$ cat src/hdl/ssc_pkg.sv
// Purpose: Shared constants for the sample sync, clock and pin configuration block
// Assumes: 16-bit registers at 8-bit word addresses on the serial register port
// Notes:   Fields are bit positions inside their registers
package ssc_pkg;
    localparam int          REG_AW          = 8;
    localparam int          REG_DW          = 16;
    localparam logic [7:0]  ADDR_CLK_STATUS = 8'h0A;
    localparam logic [7:0]  ADDR_FAST_TRIM  = 8'h4D;
    localparam logic [7:0]  ADDR_ADC_CLOCK  = 8'h4E;
    localparam logic [7:0]  ADDR_SYNC_PIN   = 8'h4F;
    localparam logic [7:0]  ADDR_PIN_CAL    = 8'h50;

    localparam logic [15:0] RST_FAST_TRIM   = 16'h0098;
    localparam logic [15:0] RST_ADC_CLOCK   = 16'h0060;
    localparam logic [15:0] RST_SYNC_PIN    = 16'h2090;
    localparam logic [15:0] RST_PIN_CAL     = 16'h0000;
    localparam logic [15:0] ADC_CLOCK_1MHZ  = 16'h0040;
    localparam logic [15:0] ADC_CLOCK_500K  = 16'h0060;

    localparam int          TRIM_MSB        = 7;
    localparam int          PIN1_OE_BIT     = 6;
    localparam int          PIN1_IE_BIT     = 5;
    localparam int          SYNC_SEL_MSB    = 3;
    localparam int          SYNC_SEL_LSB    = 2;
    localparam int          PIN0_IE_BIT     = 1;
    localparam int          PIN1_SRC_BIT    = 6;
    localparam int          CAL_START_BIT   = 5;
    localparam int          STAT_BUSY_BIT   = 15;

    localparam logic [1:0]  SYNC_INTERNAL   = 2'h0;
    localparam logic [1:0]  SYNC_PIN_ZERO   = 2'h1;
    localparam logic [1:0]  SYNC_PIN_ONE    = 2'h2;
    localparam logic [1:0]  SYNC_RESERVED   = 2'h3;

    localparam int          RATIO_W         = 12;
    localparam logic [11:0] RATIO_MAX       = 12'hFFF;
    localparam int          PERIOD_MULT_SH  = 2;
    localparam int          SAMPLE_CNT_W    = 18;
endpackage : ssc_pkg

$ cat src/hdl/ssc_in_sync.sv
// Purpose: Three-stage input synchroniser with agreement filter
// Assumes: Input is asynchronous to sys_clk_in
// Notes:   A change is taken only once stages two and three agree
`timescale 1ns/1ps
module ssc_in_sync (
    input  wire logic sys_clk_in,
    input  wire logic rst_in,
    input  wire logic async_in,
    output logic      sync_out
);
    logic s1_q;
    logic s2_q;
    logic s3_q;
    logic out_q;
    logic out_d;

    always_comb begin
        out_d = (s2_q == s3_q) ? s3_q : out_q;
    end

    always_ff @(posedge sys_clk_in) begin
        if (rst_in) begin
            s1_q  <= 1'b0;
            s2_q  <= 1'b0;
            s3_q  <= 1'b0;
            out_q <= 1'b0;
        end else begin
            s1_q  <= async_in;
            s2_q  <= s1_q;
            s3_q  <= s2_q;
            out_q <= out_d;
        end
    end

    assign sync_out = out_q;
endmodule : ssc_in_sync

$ cat src/hdl/ssc_config_top.sv
// Purpose: Timing and pin configuration registers with sample sync and clock calibration
// Assumes: Register port is decoded from the serial host interface, one word per access
// Notes:   Slow clock arrives as a sampled input; ratio counts sys_clk per slow period
// What this block does
// - Fast oscillator trim, eight bits, default 0x98
// - ADC clock register, 0x0040 or 0x0060, default 0x0060
// - Bit 6 enables pin one driver
// - Bit 5 enables pin one input
// - Bit 1 enables pin zero input
// - Select 00 times samples from slow clock
// - Select 01/10 triggers samples from pins
// - Pin one driven low or power-down
// - Raising start bit from 0 to 1 launches ratio calculation
`timescale 1ns/1ps
module ssc_config_top (
    input  wire logic        sys_clk_in,
    input  wire logic        rst_in,
    input  wire logic [7:0]  reg_addr_in,
    input  wire logic [15:0] reg_wdata_in,
    input  wire logic        reg_wr_in,
    input  wire logic        reg_rd_in,
    output logic      [15:0] reg_rdata_out,
    output logic             reg_rvalid_out,
    input  wire logic [15:0] sample_period_setting_in,
    input  wire logic        slow_clk_in,
    input  wire logic        general_pin_zero_in,
    input  wire logic        general_pin_one_in,
    output logic             general_pin_one_out,
    output logic             general_pin_one_oe_n_out,
    input  wire logic        afe_power_down_in,
    output logic      [7:0]  fast_osc_trim_out,
    output logic      [15:0] adc_conversion_clock_select_out,
    output logic             pin_zero_input_enable_out,
    output logic             pin_one_input_enable_out,
    output logic      [1:0]  sample_sync_select_out,
    output logic             sample_start_out,
    output logic             cal_busy_out,
    output logic      [11:0] clock_ratio_out
);
    typedef enum logic [1:0] {CAL_IDLE, CAL_WAIT_EDGE, CAL_COUNT} ssc_cal_e;

    // Register file
    logic [15:0] trim_q, trim_d;
    logic [15:0] adc_q, adc_d;
    logic [15:0] cfg_q, cfg_d;
    logic [15:0] ctl_q, ctl_d;

    always_comb begin
        trim_d = trim_q;
        adc_d  = adc_q;
        cfg_d  = cfg_q;
        ctl_d  = ctl_q;
        if (reg_wr_in) begin
            unique case (reg_addr_in)
                ssc_pkg::ADDR_FAST_TRIM: trim_d = reg_wdata_in;
                ssc_pkg::ADDR_ADC_CLOCK: adc_d  = reg_wdata_in;
                ssc_pkg::ADDR_SYNC_PIN:  cfg_d  = reg_wdata_in;
                ssc_pkg::ADDR_PIN_CAL:   ctl_d  = reg_wdata_in;
                default: ;
            endcase
        end
    end

    always_ff @(posedge sys_clk_in) begin
        if (rst_in) begin
            trim_q <= ssc_pkg::RST_FAST_TRIM;
            adc_q  <= ssc_pkg::RST_ADC_CLOCK;
            cfg_q  <= ssc_pkg::RST_SYNC_PIN;
            ctl_q  <= ssc_pkg::RST_PIN_CAL;
        end else begin
            trim_q <= trim_d;
            adc_q  <= adc_d;
            cfg_q  <= cfg_d;
            ctl_q  <= ctl_d;
        end
    end

    wire logic [1:0] sync_sel = cfg_q[ssc_pkg::SYNC_SEL_MSB:ssc_pkg::SYNC_SEL_LSB];

    assign fast_osc_trim_out               = trim_q[ssc_pkg::TRIM_MSB:0];
    assign adc_conversion_clock_select_out = adc_q;
    assign pin_zero_input_enable_out       = cfg_q[ssc_pkg::PIN0_IE_BIT];
    assign pin_one_input_enable_out        = cfg_q[ssc_pkg::PIN1_IE_BIT];
    assign sample_sync_select_out          = sync_sel;

    // Pin and slow clock inputs
    logic slow_s, pin0_s, pin1_s;

    ssc_in_sync u_sync_slow (
        .sys_clk_in (sys_clk_in),
        .rst_in     (rst_in),
        .async_in   (slow_clk_in),
        .sync_out   (slow_s)
    );
    ssc_in_sync u_sync_pin0 (
        .sys_clk_in (sys_clk_in),
        .rst_in     (rst_in),
        .async_in   (general_pin_zero_in),
        .sync_out   (pin0_s)
    );
    ssc_in_sync u_sync_pin1 (
        .sys_clk_in (sys_clk_in),
        .rst_in     (rst_in),
        .async_in   (general_pin_one_in),
        .sync_out   (pin1_s)
    );

    // Sample cycle timing
    logic                   slow_prev_q, pin0_prev_q, pin1_prev_q;
    logic [17:0]            samp_cnt_q, samp_cnt_d;
    logic                   start_q, start_d;
    logic                   slow_rise, pin0_rise, pin1_rise;
    logic [17:0]            samp_limit;

    assign slow_rise  = slow_s & ~slow_prev_q;
    // Gated by input enable: a disabled buffer never triggers
    assign pin0_rise  = pin0_s & ~pin0_prev_q & cfg_q[ssc_pkg::PIN0_IE_BIT];
    assign pin1_rise  = pin1_s & ~pin1_prev_q & cfg_q[ssc_pkg::PIN1_IE_BIT];
    assign samp_limit = {sample_period_setting_in, 2'b00};

    always_comb begin
        samp_cnt_d = samp_cnt_q;
        start_d    = 1'b0;
        unique case (sync_sel)
            ssc_pkg::SYNC_INTERNAL: begin
                // Zero period setting parks the sampler
                if (slow_rise && samp_limit != 18'h0_0000) begin
                    if (samp_cnt_q + 18'h0_0001 >= samp_limit) begin
                        samp_cnt_d = 18'h0_0000;
                        start_d    = 1'b1;
                    end else begin
                        samp_cnt_d = samp_cnt_q + 18'h0_0001;
                    end
                end
            end
            ssc_pkg::SYNC_PIN_ZERO: begin
                samp_cnt_d = 18'h0_0000;
                start_d    = pin0_rise;
            end
            ssc_pkg::SYNC_PIN_ONE: begin
                samp_cnt_d = 18'h0_0000;
                start_d    = pin1_rise;
            end
            ssc_pkg::SYNC_RESERVED: begin
                samp_cnt_d = 18'h0_0000;
            end
        endcase
    end

    always_ff @(posedge sys_clk_in) begin
        if (rst_in) begin
            slow_prev_q <= 1'b0;
            pin0_prev_q <= 1'b0;
            pin1_prev_q <= 1'b0;
            samp_cnt_q  <= 18'h0_0000;
            start_q     <= 1'b0;
        end else begin
            slow_prev_q <= slow_s;
            pin0_prev_q <= pin0_s;
            pin1_prev_q <= pin1_s;
            samp_cnt_q  <= samp_cnt_d;
            start_q     <= start_d;
        end
    end

    assign sample_start_out = start_q;

    // Clock ratio calibration
    ssc_cal_e    cal_st_q, cal_st_d;
    logic        cal_prev_q;
    logic [11:0] cal_cnt_q, cal_cnt_d;
    logic [11:0] ratio_q, ratio_d;
    logic        cal_launch;

    // Launch only on a 0 to 1 of the start bit, so host must clear first
    assign cal_launch = ctl_q[ssc_pkg::CAL_START_BIT] & ~cal_prev_q;

    always_comb begin
        cal_st_d  = cal_st_q;
        cal_cnt_d = cal_cnt_q;
        ratio_d   = ratio_q;
        unique case (cal_st_q)
            CAL_IDLE: begin
                if (cal_launch) begin
                    cal_st_d = CAL_WAIT_EDGE;
                end
            end
            CAL_WAIT_EDGE: begin
                cal_cnt_d = 12'h000;
                if (slow_rise) begin
                    cal_st_d = CAL_COUNT;
                end
            end
            CAL_COUNT: begin
                if (slow_rise) begin
                    // Lost slow edge: hold the ceiling rather than wrap to zero
                    ratio_d  = (cal_cnt_q == ssc_pkg::RATIO_MAX) ? cal_cnt_q
                                                                 : cal_cnt_q + 12'h001;
                    cal_st_d = CAL_IDLE;
                end else if (cal_cnt_q != ssc_pkg::RATIO_MAX) begin
                    cal_cnt_d = cal_cnt_q + 12'h001;
                end
            end
        endcase
    end

    always_ff @(posedge sys_clk_in) begin
        if (rst_in) begin
            cal_st_q   <= CAL_IDLE;
            cal_prev_q <= 1'b0;
            cal_cnt_q  <= 12'h000;
            ratio_q    <= 12'h000;
        end else begin
            cal_st_q   <= cal_st_d;
            cal_prev_q <= ctl_q[ssc_pkg::CAL_START_BIT];
            cal_cnt_q  <= cal_cnt_d;
            ratio_q    <= ratio_d;
        end
    end

    logic busy_q;
    always_ff @(posedge sys_clk_in) begin
        if (rst_in) begin
            busy_q <= 1'b0;
        end else begin
            busy_q <= (cal_st_d != CAL_IDLE);
        end
    end
    assign cal_busy_out    = busy_q;
    assign clock_ratio_out = ratio_q;

    // Pin one driver and register reads
    logic        p1_out_q, p1_out_d, p1_oen_q, p1_oen_d;
    logic [15:0] rdata_q, rdata_d;
    logic        rvalid_q;

    always_comb begin
        // Source 0 holds the pin low, 1 passes the power-down level
        p1_out_d = ctl_q[ssc_pkg::PIN1_SRC_BIT] & afe_power_down_in;
        p1_oen_d = ~cfg_q[ssc_pkg::PIN1_OE_BIT];
        rdata_d  = 16'h0000;
        unique case (reg_addr_in)
            ssc_pkg::ADDR_CLK_STATUS: begin
                rdata_d = {busy_q, 3'h0, ratio_q};
            end
            ssc_pkg::ADDR_FAST_TRIM: rdata_d = trim_q;
            ssc_pkg::ADDR_ADC_CLOCK: rdata_d = adc_q;
            ssc_pkg::ADDR_SYNC_PIN:  rdata_d = cfg_q;
            ssc_pkg::ADDR_PIN_CAL:   rdata_d = ctl_q;
            default:                 rdata_d = 16'h0000;
        endcase
    end

    always_ff @(posedge sys_clk_in) begin
        if (rst_in) begin
            p1_out_q <= 1'b0;
            p1_oen_q <= 1'b1;
            rdata_q  <= 16'h0000;
            rvalid_q <= 1'b0;
        end else begin
            p1_out_q <= p1_out_d;
            p1_oen_q <= p1_oen_d;
            rdata_q  <= reg_rd_in ? rdata_d : rdata_q;
            rvalid_q <= reg_rd_in;
        end
    end

    assign general_pin_one_out      = p1_out_q;
    assign general_pin_one_oe_n_out = p1_oen_q;
    assign reg_rdata_out            = rdata_q;
    assign reg_rvalid_out           = rvalid_q;
endmodule : ssc_config_top

$ cat config.mk
export PLATFORM = sky130hd
export DESIGN_NAME = ssc_config_top
export DESIGN_NICKNAME = d
export VERILOG_FILES = /design/src/hdl/ssc_pkg.sv /design/src/hdl/ssc_in_sync.sv /design/src/hdl/ssc_config_top.sv
export SDC_FILE = /design/constraint.sdc
export NUM_CORES = 1
export LEC_CHECK = 0
export BUFFER_PORTS_ARGS = -buffer_cell sky130_fd_sc_hd__buf_4
export CAP_MARGIN = 20
export CORE_MARGIN = 5
export CORE_UTILIZATION = 51
export CTS_CLUSTER_DIAMETER = 120
export DETAILED_ROUTE_END_ITERATION = 10
export HOLD_SLACK_MARGIN = 0.12
export PLACE_DENSITY = 0.78
export SLEW_MARGIN = 20
export SYNTH_ARGS = -nofsm -noshare
export SYNTH_HDL_FRONTEND = slang
export SYNTH_HIERARCHICAL = 1
export SYNTH_SLANG_ARGS = --single-unit
$ cat constraint.sdc
create_clock -name sys_clk_in -period 3.2 [get_ports sys_clk_in]
set_clock_uncertainty 0.1 [all_clocks]
set_input_delay 0.48 -clock sys_clk_in [delete_from_list [all_inputs] [get_ports sys_clk_in]]
set_output_delay 0.48 -clock sys_clk_in [all_outputs]
set_load 0.05 [all_outputs]
==> flow_summary.json, run 1 <==
{
  "worstPathRequired_ps": 3420,
  "synthFlopType": "dfxtp_1",
  "vias": 6184,
  "synthesis.instances": 814,
  "synth_compound_area_share_pct": 18.3,
  "fp.dieH_um": 125,
  "synth_top_family_by_area": "simple AND/OR/NAND/NOR gates",
  "grt.total_usage_pct": 22.3,
  "r2r_end": "sample_start_out",
  "hpwl_um": 12500,
  "post-cts-setup-buffers": 0,
  "crit_start": "samp_cnt_q[6]",
  "regToRegSetupSlack_ps": 110,
  "core_area_um2": 13100,
  "io_buffers": 108,
  "clock_path_buffers": 2,
  "clk_latency_ps": 420,
  "synth_edf_count": 0,
  "crit_chain": "nand4_1 -> or3_4 -> buf_4 -> nor2_1 -> xor2_1 -> ha_1 -> nand2_1 -> nor3_4 -> o2111ai_1 -> and3_4 -> nand2b_1 -> a221oi_1",
  "synth-seq-cells": 145,
  "cts-hold-fix-buffers": 0,
  "place_area_um2": 7670,
  "io_pins": 109,
  "synth_fa_ha_area_share_pct": 3.91,
  "multi_input_area_um2": 3500,
  "drcViolationCount": 0,
  "numCtsBuffers": 17,
  "drtPass1Iterations": 5,
  "grt_pass1_wl_um": 28800,
  "cap_viol_max_count": 0,
  "die_x_um": 125,
  "fillCellCount": 1116,
  "via_per_inst": 5.63,
  "antenna_found_initial": 0,
  "synth_async_sr_flop_share_pct": 0,
  "synth_area_um2": 6720,
  "rows": 42,
  "min_period_over_period_pct": 96.4,
  "die_area_um2": 15600,
  "worstSetupPathType": "reg -> reg",
  "gp_congestion": 0.865,
  "hold_depth": 3,
  "register_area_um2": 2910,
  "holdCritPathClass": "in -> reg",
  "slew_viol_final": 0,
  "wl_um": 17700,
  "antenna-diode-count": 0,
  "clkSinkCount": 145,
  "seq_area_frac_synth_pct": 43.2,
  "vdd_drop_max_v": 0.000373,
  "cts_htree_levels": 4,
  "drtAntennaViolNets": 0,
  "layout.cells.most_common": "nand2_1",
  "first_iter_violations": 513,
  "root_buffer": "clkbuf_16",
  "synth_xor_xnor_area_share_pct": 2.35,
  "most-common-layout-cells": "nand2_1, dfxtp_1, buf_4",
  "area_growth_pct": 23.7,
  "fin_cells": 1099,
  "setup_tns_ps": 0,
  "hold_viol": 0,
  "power_density_nw_per_um2": 486,
  "synth_largest_area_cell": "dfxtp_1",
  "timing.hold.ws_ps": 181,
  "end_kind": "register",
  "grt_pass1_vias": 5960,
  "syn_nets": 883,
  "ff2ff_path_depth": 12,
  "final_area_um2": 8310,
  "synth_area_per_cell_um2": 8.25,
  "yosys_warnings": 6,
  "drt-wirelength-per-cell_um": 16.1,
  "finalSetupViolCount": 0,
  "status": "completed",
  "overflow": 0,
  "synthTopCellsByArea": "dfxtp_1, nand2_1, a21oi_1",
  "initial_core_util_pct": 51.3,
  "cpMaxStageDelayCell": "or3_4",
  "dpl.cell_count": 1069,
  "yosysTopAreaCellShare_pct": 43.2,
  "path_clk_slew_ps": 60,
  "path_max_fanout": 9,
  "finalPower_mw": 4.04,
  "drive_gt1_share_pct": 21.6,
  "max-slew-margin-rel_pct": 44.6,
  "yosys.area_share.simple_pct": 24.1,
  "min_from": "afe_power_down_in",
  "yosysUniqueCellTypes": 54,
  "start_kind": "register",
  "power.leakage_nw": 3.39,
  "cts_tree": "done",
  "max_stage_delay_ps": 490,
  "worstMarginPinSlew_ps": 827,
  "clock.fmax_ghz": 0.324,
  "arrival_ps": 3300,
  "yosys-mux-area-fraction_pct": 2.63,
  "fin_crit_ps": 3090,
  "r2r_start": "samp_cnt_q[6]",
  "min_to": "general_pin_one_out",
  "grt_max_degree": 47,
  "final_net_count": 981
}
cell type report:
cell class | instances | area share (%)
inverters | 23 | 1.04
well taps | 176 | 2.65
clock inverters | 9 | 1.61
clock buffers | 21 | 5.54
flip-flops and latches | 145 | 35.0
repair buffers | 134 | 12.1
multi-input cells | 591 | 42.1
worst max-delay path: cells and delay by family, from the launching register on:
kind	cells	cell delay [ps]
buffers and inverters	1	150
AND/OR/NAND/NOR	7	1530
flip-flops	1	350
XOR/XNOR	1	100
adder cells (fa/ha/maj)	1	280
AO/OA/AOI/OAI	2	470
routing by layer:
metal  global-route usage (%)  vias up  part of all wire (%)  wire, um
met3                     5.19       30                   5.9      1040
met1                     29.0     2907                    45      7950
met5                        0        -                     0         0
met4                     8.38        0                   1.9       340
met2                     36.1      206                    47      8350
li1                         -     3041                     -         -
how the worst max path moves through the flow:
stage / to / slack [ps]
2_1_floorplan: sample_start_out / 130
3_3_place_gp: samp_cnt_q[5] / 40
3_5_place_dp: sample_start_out / -160
4_1_cts: sample_start_out / 3
5_1_grt: samp_cnt_q[10] / -20
6_report: sample_start_out / 110
what timing repair did:
action / 4_1_cts / 5_1_grt
pin swaps: 0 / 5
gates resized for setup: 4 / 13
setup endpoints to repair: 9 / 19
per-stage QoR:
stage / utilization (%) / setup slack [ps]
5_1_grt: 63.5 / -23.6
3_3_place_gp: 58.6 / 36.0
3_5_place_dp: 58.6 / -156
4_1_cts: 63.2 / 2.78
6_report: 63.5 / 114
2_1_floorplan: - / 133
synthesized netlist by cell type, types with 7 or more instances:
cell        n
nand2_1   179
dfxtp_1   145
a21oi_1    85
nor2_1     57
clkbuf_1   33
inv_1      23
ha_1       21
a22oi_1    19
a311oi_1   17
nand3_1    17
nor2b_1    17
a22o_1     13
mux2_2     13
nand4_1    13
buf_4      12
a21o_1     11
and3_1     10
xnor2_1    10
nand3b_1    9
o21ai_0     8
xor2_1      8
a32oi_1     7
nand2b_1    7
nor3_1      7
flip-flops by register name, indices dropped and copies added, names as in the netlist, 2 cells and up:
register and cells:
trim_q 16, cal_cnt_q 12, ctl_q 16, clock_ratio_out 12, cal_st_q 2, cfg_q 16, reg_rdata_out 16, adc_conversion_clock_select_out 16
samp_cnt_q 18
kinds of logic (layout without fill, tap and decap cells):
logic type / count (synthesis) / after routing
flip-flops: 145 / 145
multiplexers: 16 / 16
buffers and inverters: 78 / 187
adder cells (fa/ha/maj): 21 / 21
XOR/XNOR: 18 / 18
AND/OR/NAND/NOR: 348 / 348
AO/OA/AOI/OAI: 188 / 188
power breakdown:
part | leakage [nW] | internal, mW | total [mW] | switching (mW)
registers | 1.17 | 1.82 | 1.83 | 0.00941
logic | 1.93 | 0.0808 | 0.217 | 0.136
clock network | 0.289 | 1.26 | 1.99 | 0.737
Power figures use the tool's default switching activity.
==> run 2, diff against run 1 <==
--- a/config.mk
+++ b/config.mk
@@ -5,7 +5,7 @@
 export SDC_FILE = /design/constraint.sdc
 export NUM_CORES = 1
 export LEC_CHECK = 0
-export BUFFER_PORTS_ARGS = -buffer_cell sky130_fd_sc_hd__buf_4
+export BUFFER_PORTS_ARGS = -buffer_cell sky130_fd_sc_hd__buf_2
 export CAP_MARGIN = 20
 export CORE_MARGIN = 5
 export CORE_UTILIZATION = 51
==> flow_summary.json, run 2 (synthesized netlist as in run 1, its figures left out) <==
{
  "status": "completed",
  "area_growth_pct": 19.6,
  "slew_viol_final": 0,
  "drtPass1Iterations": 6,
  "root_buffer": "clkbuf_16",
  "clk_latency_ps": 420,
  "hpwl_um": 12400,
  "final_net_count": 981,
  "clkSinkCount": 145,
  "cts-hold-fix-buffers": 0,
  "cap_viol_max_count": 0,
  "start_kind": "register",
  "vias": 6244,
  "cts_tree": "done",
  "io_buffers": 108,
  "drcViolationCount": 0,
  "layout.cells.most_common": "nand2_1",
  "power.leakage_nw": 3.34,
  "largest_reg_flops": 18,
  "gp_congestion": 0.835,
  "finalSetupViolCount": 0,
  "clock.fmax_ghz": 0.328,
  "fin_crit_ps": 3050,
  "antenna-diode-count": 0,
  "top_register": "samp_cnt_q",
  "vdd_drop_max_v": 0.000414,
  "max-slew-margin-rel_pct": 45.0,
  "grt_pass1_vias": 5816,
  "drive_gt1_share_pct": 21.3,
  "first_iter_violations": 702,
  "path_max_fanout": 7,
  "arrival_ps": 3300,
  "antenna_found_initial": 0,
  "post-cts-setup-buffers": 0,
  "power_density_nw_per_um2": 495,
  "rsz0062_at_grt": "no",
  "grt_max_degree": 64,
  "clock_path_buffers": 2,
  "grt_pass1_wl_um": 28700,
  "initial_core_util_pct": 51.3,
  "drtAntennaViolNets": 0,
  "via_per_inst": 5.67,
  "die_area_um2": 15600,
  "most-common-layout-cells": "nand2_1, dfxtp_1, buf_2",
  "hold_viol": 0,
  "grt.total_usage_pct": 22.2,
  "worstSetupPathType": "reg -> reg",
  "cts_htree_levels": 4,
  "holdCritPathClass": "in -> reg",
  "io_pins": 109,
  "path_clk_slew_ps": 60,
  "wl_um": 17800,
  "timing.hold.ws_ps": 178,
  "final_area_um2": 8040,
  "die_x_um": 125,
  "drt-wirelength-per-cell_um": 16.2,
  "place_area_um2": 7420,
  "worstMarginPinSlew_ps": 822,
  "overflow": 0,
  "min_period_over_period_pct": 95.3,
  "numCtsBuffers": 17,
  "worstPathRequired_ps": 3450,
  "rows": 42,
  "end_kind": "register",
  "fp.dieH_um": 125,
  "core_area_um2": 13100
}
[run 2: changes by cell type in the layout (fill, tap and decap cells not counted), sizes merged]
cell | before | now
bufinv | 3 | 2
clkbuf | 21 | 20
clkinvlp | 1 | 3
inv | 23 | 25
[run 2: report_power, final]
part	switching, mW	internal [mW]	leakage, nW
logic	0.136	0.0615	1.88
registers	0.00886	1.82	1.17
clock network	0.757	1.19	0.283
[run 2: path summary, 6_finish.rpt]
kind | to | slack [ps] | start | depth (start not counted)
hold reg to reg | reg_rdata_out[14] | 350 | reg_rdata_out[14] | 1
setup reg to reg | samp_cnt_q[5] | 150 | samp_cnt_q[0] | 13
hold / removal | general_pin_one_out | 180 | afe_power_down_in | 3
setup / recovery | samp_cnt_q[5] | 150 | samp_cnt_q[0] | 13
[run 2: what timing repair did]
item                       in CTS  in global routing
setup endpoints to repair       6                  9
pin swaps                       0                  1
gates resized for setup         5                  5
[run 2: area by class of cell]
| type | count | area [um2] |
|---|---|---|
| multi-input cells | 591 | 3480 |
| fillers | 1139 | 5050 |
| inverters | 23 | 86.3 |
| clock buffers | 20 | 457 |
| clock inverters | 12 | 133 |
| repair buffers | 134 | 751 |
| flip-flops and latches | 145 | 2910 |
| well taps | 176 | 220 |
[run 2: metal layers]
layer  track usage [%]  vias up  routed length [um]
met4              7.09        0                 305
met1              29.6     2937                7960
li1                  -     3058                   -
met3              5.36       31                1120
met5                 0        -                   0
met2              35.6      218                8450
[run 2: critical path, cell delays in order (launching register included)]
cell	delay (ps)
dfxtp_1	370
ha_1	200
nand2_1	80
or3_4	430
or3_1	360
nand2_1	90
ha_1	230
o21ai_0	150
nor2_1	70
nor4_2	290
and3_4	280
buf_4	140
a32oi_1	90
nor2_1	100
[run 2: per-stage QoR]
stage	cells	setup slack, ps	setup TNS (ps)	power [mW]	util [%]
finish	1101	151	0	3.97	61.4
global route	1101	20.1	0	4.09	61.4
CTS	1101	50.6	0	4.00	61.3
detailed placement	1069	-95.1	-495	2.06	56.7
global placement	1069	34.4	0	2.06	56.7
floorplan	814	133	0	1.98	-
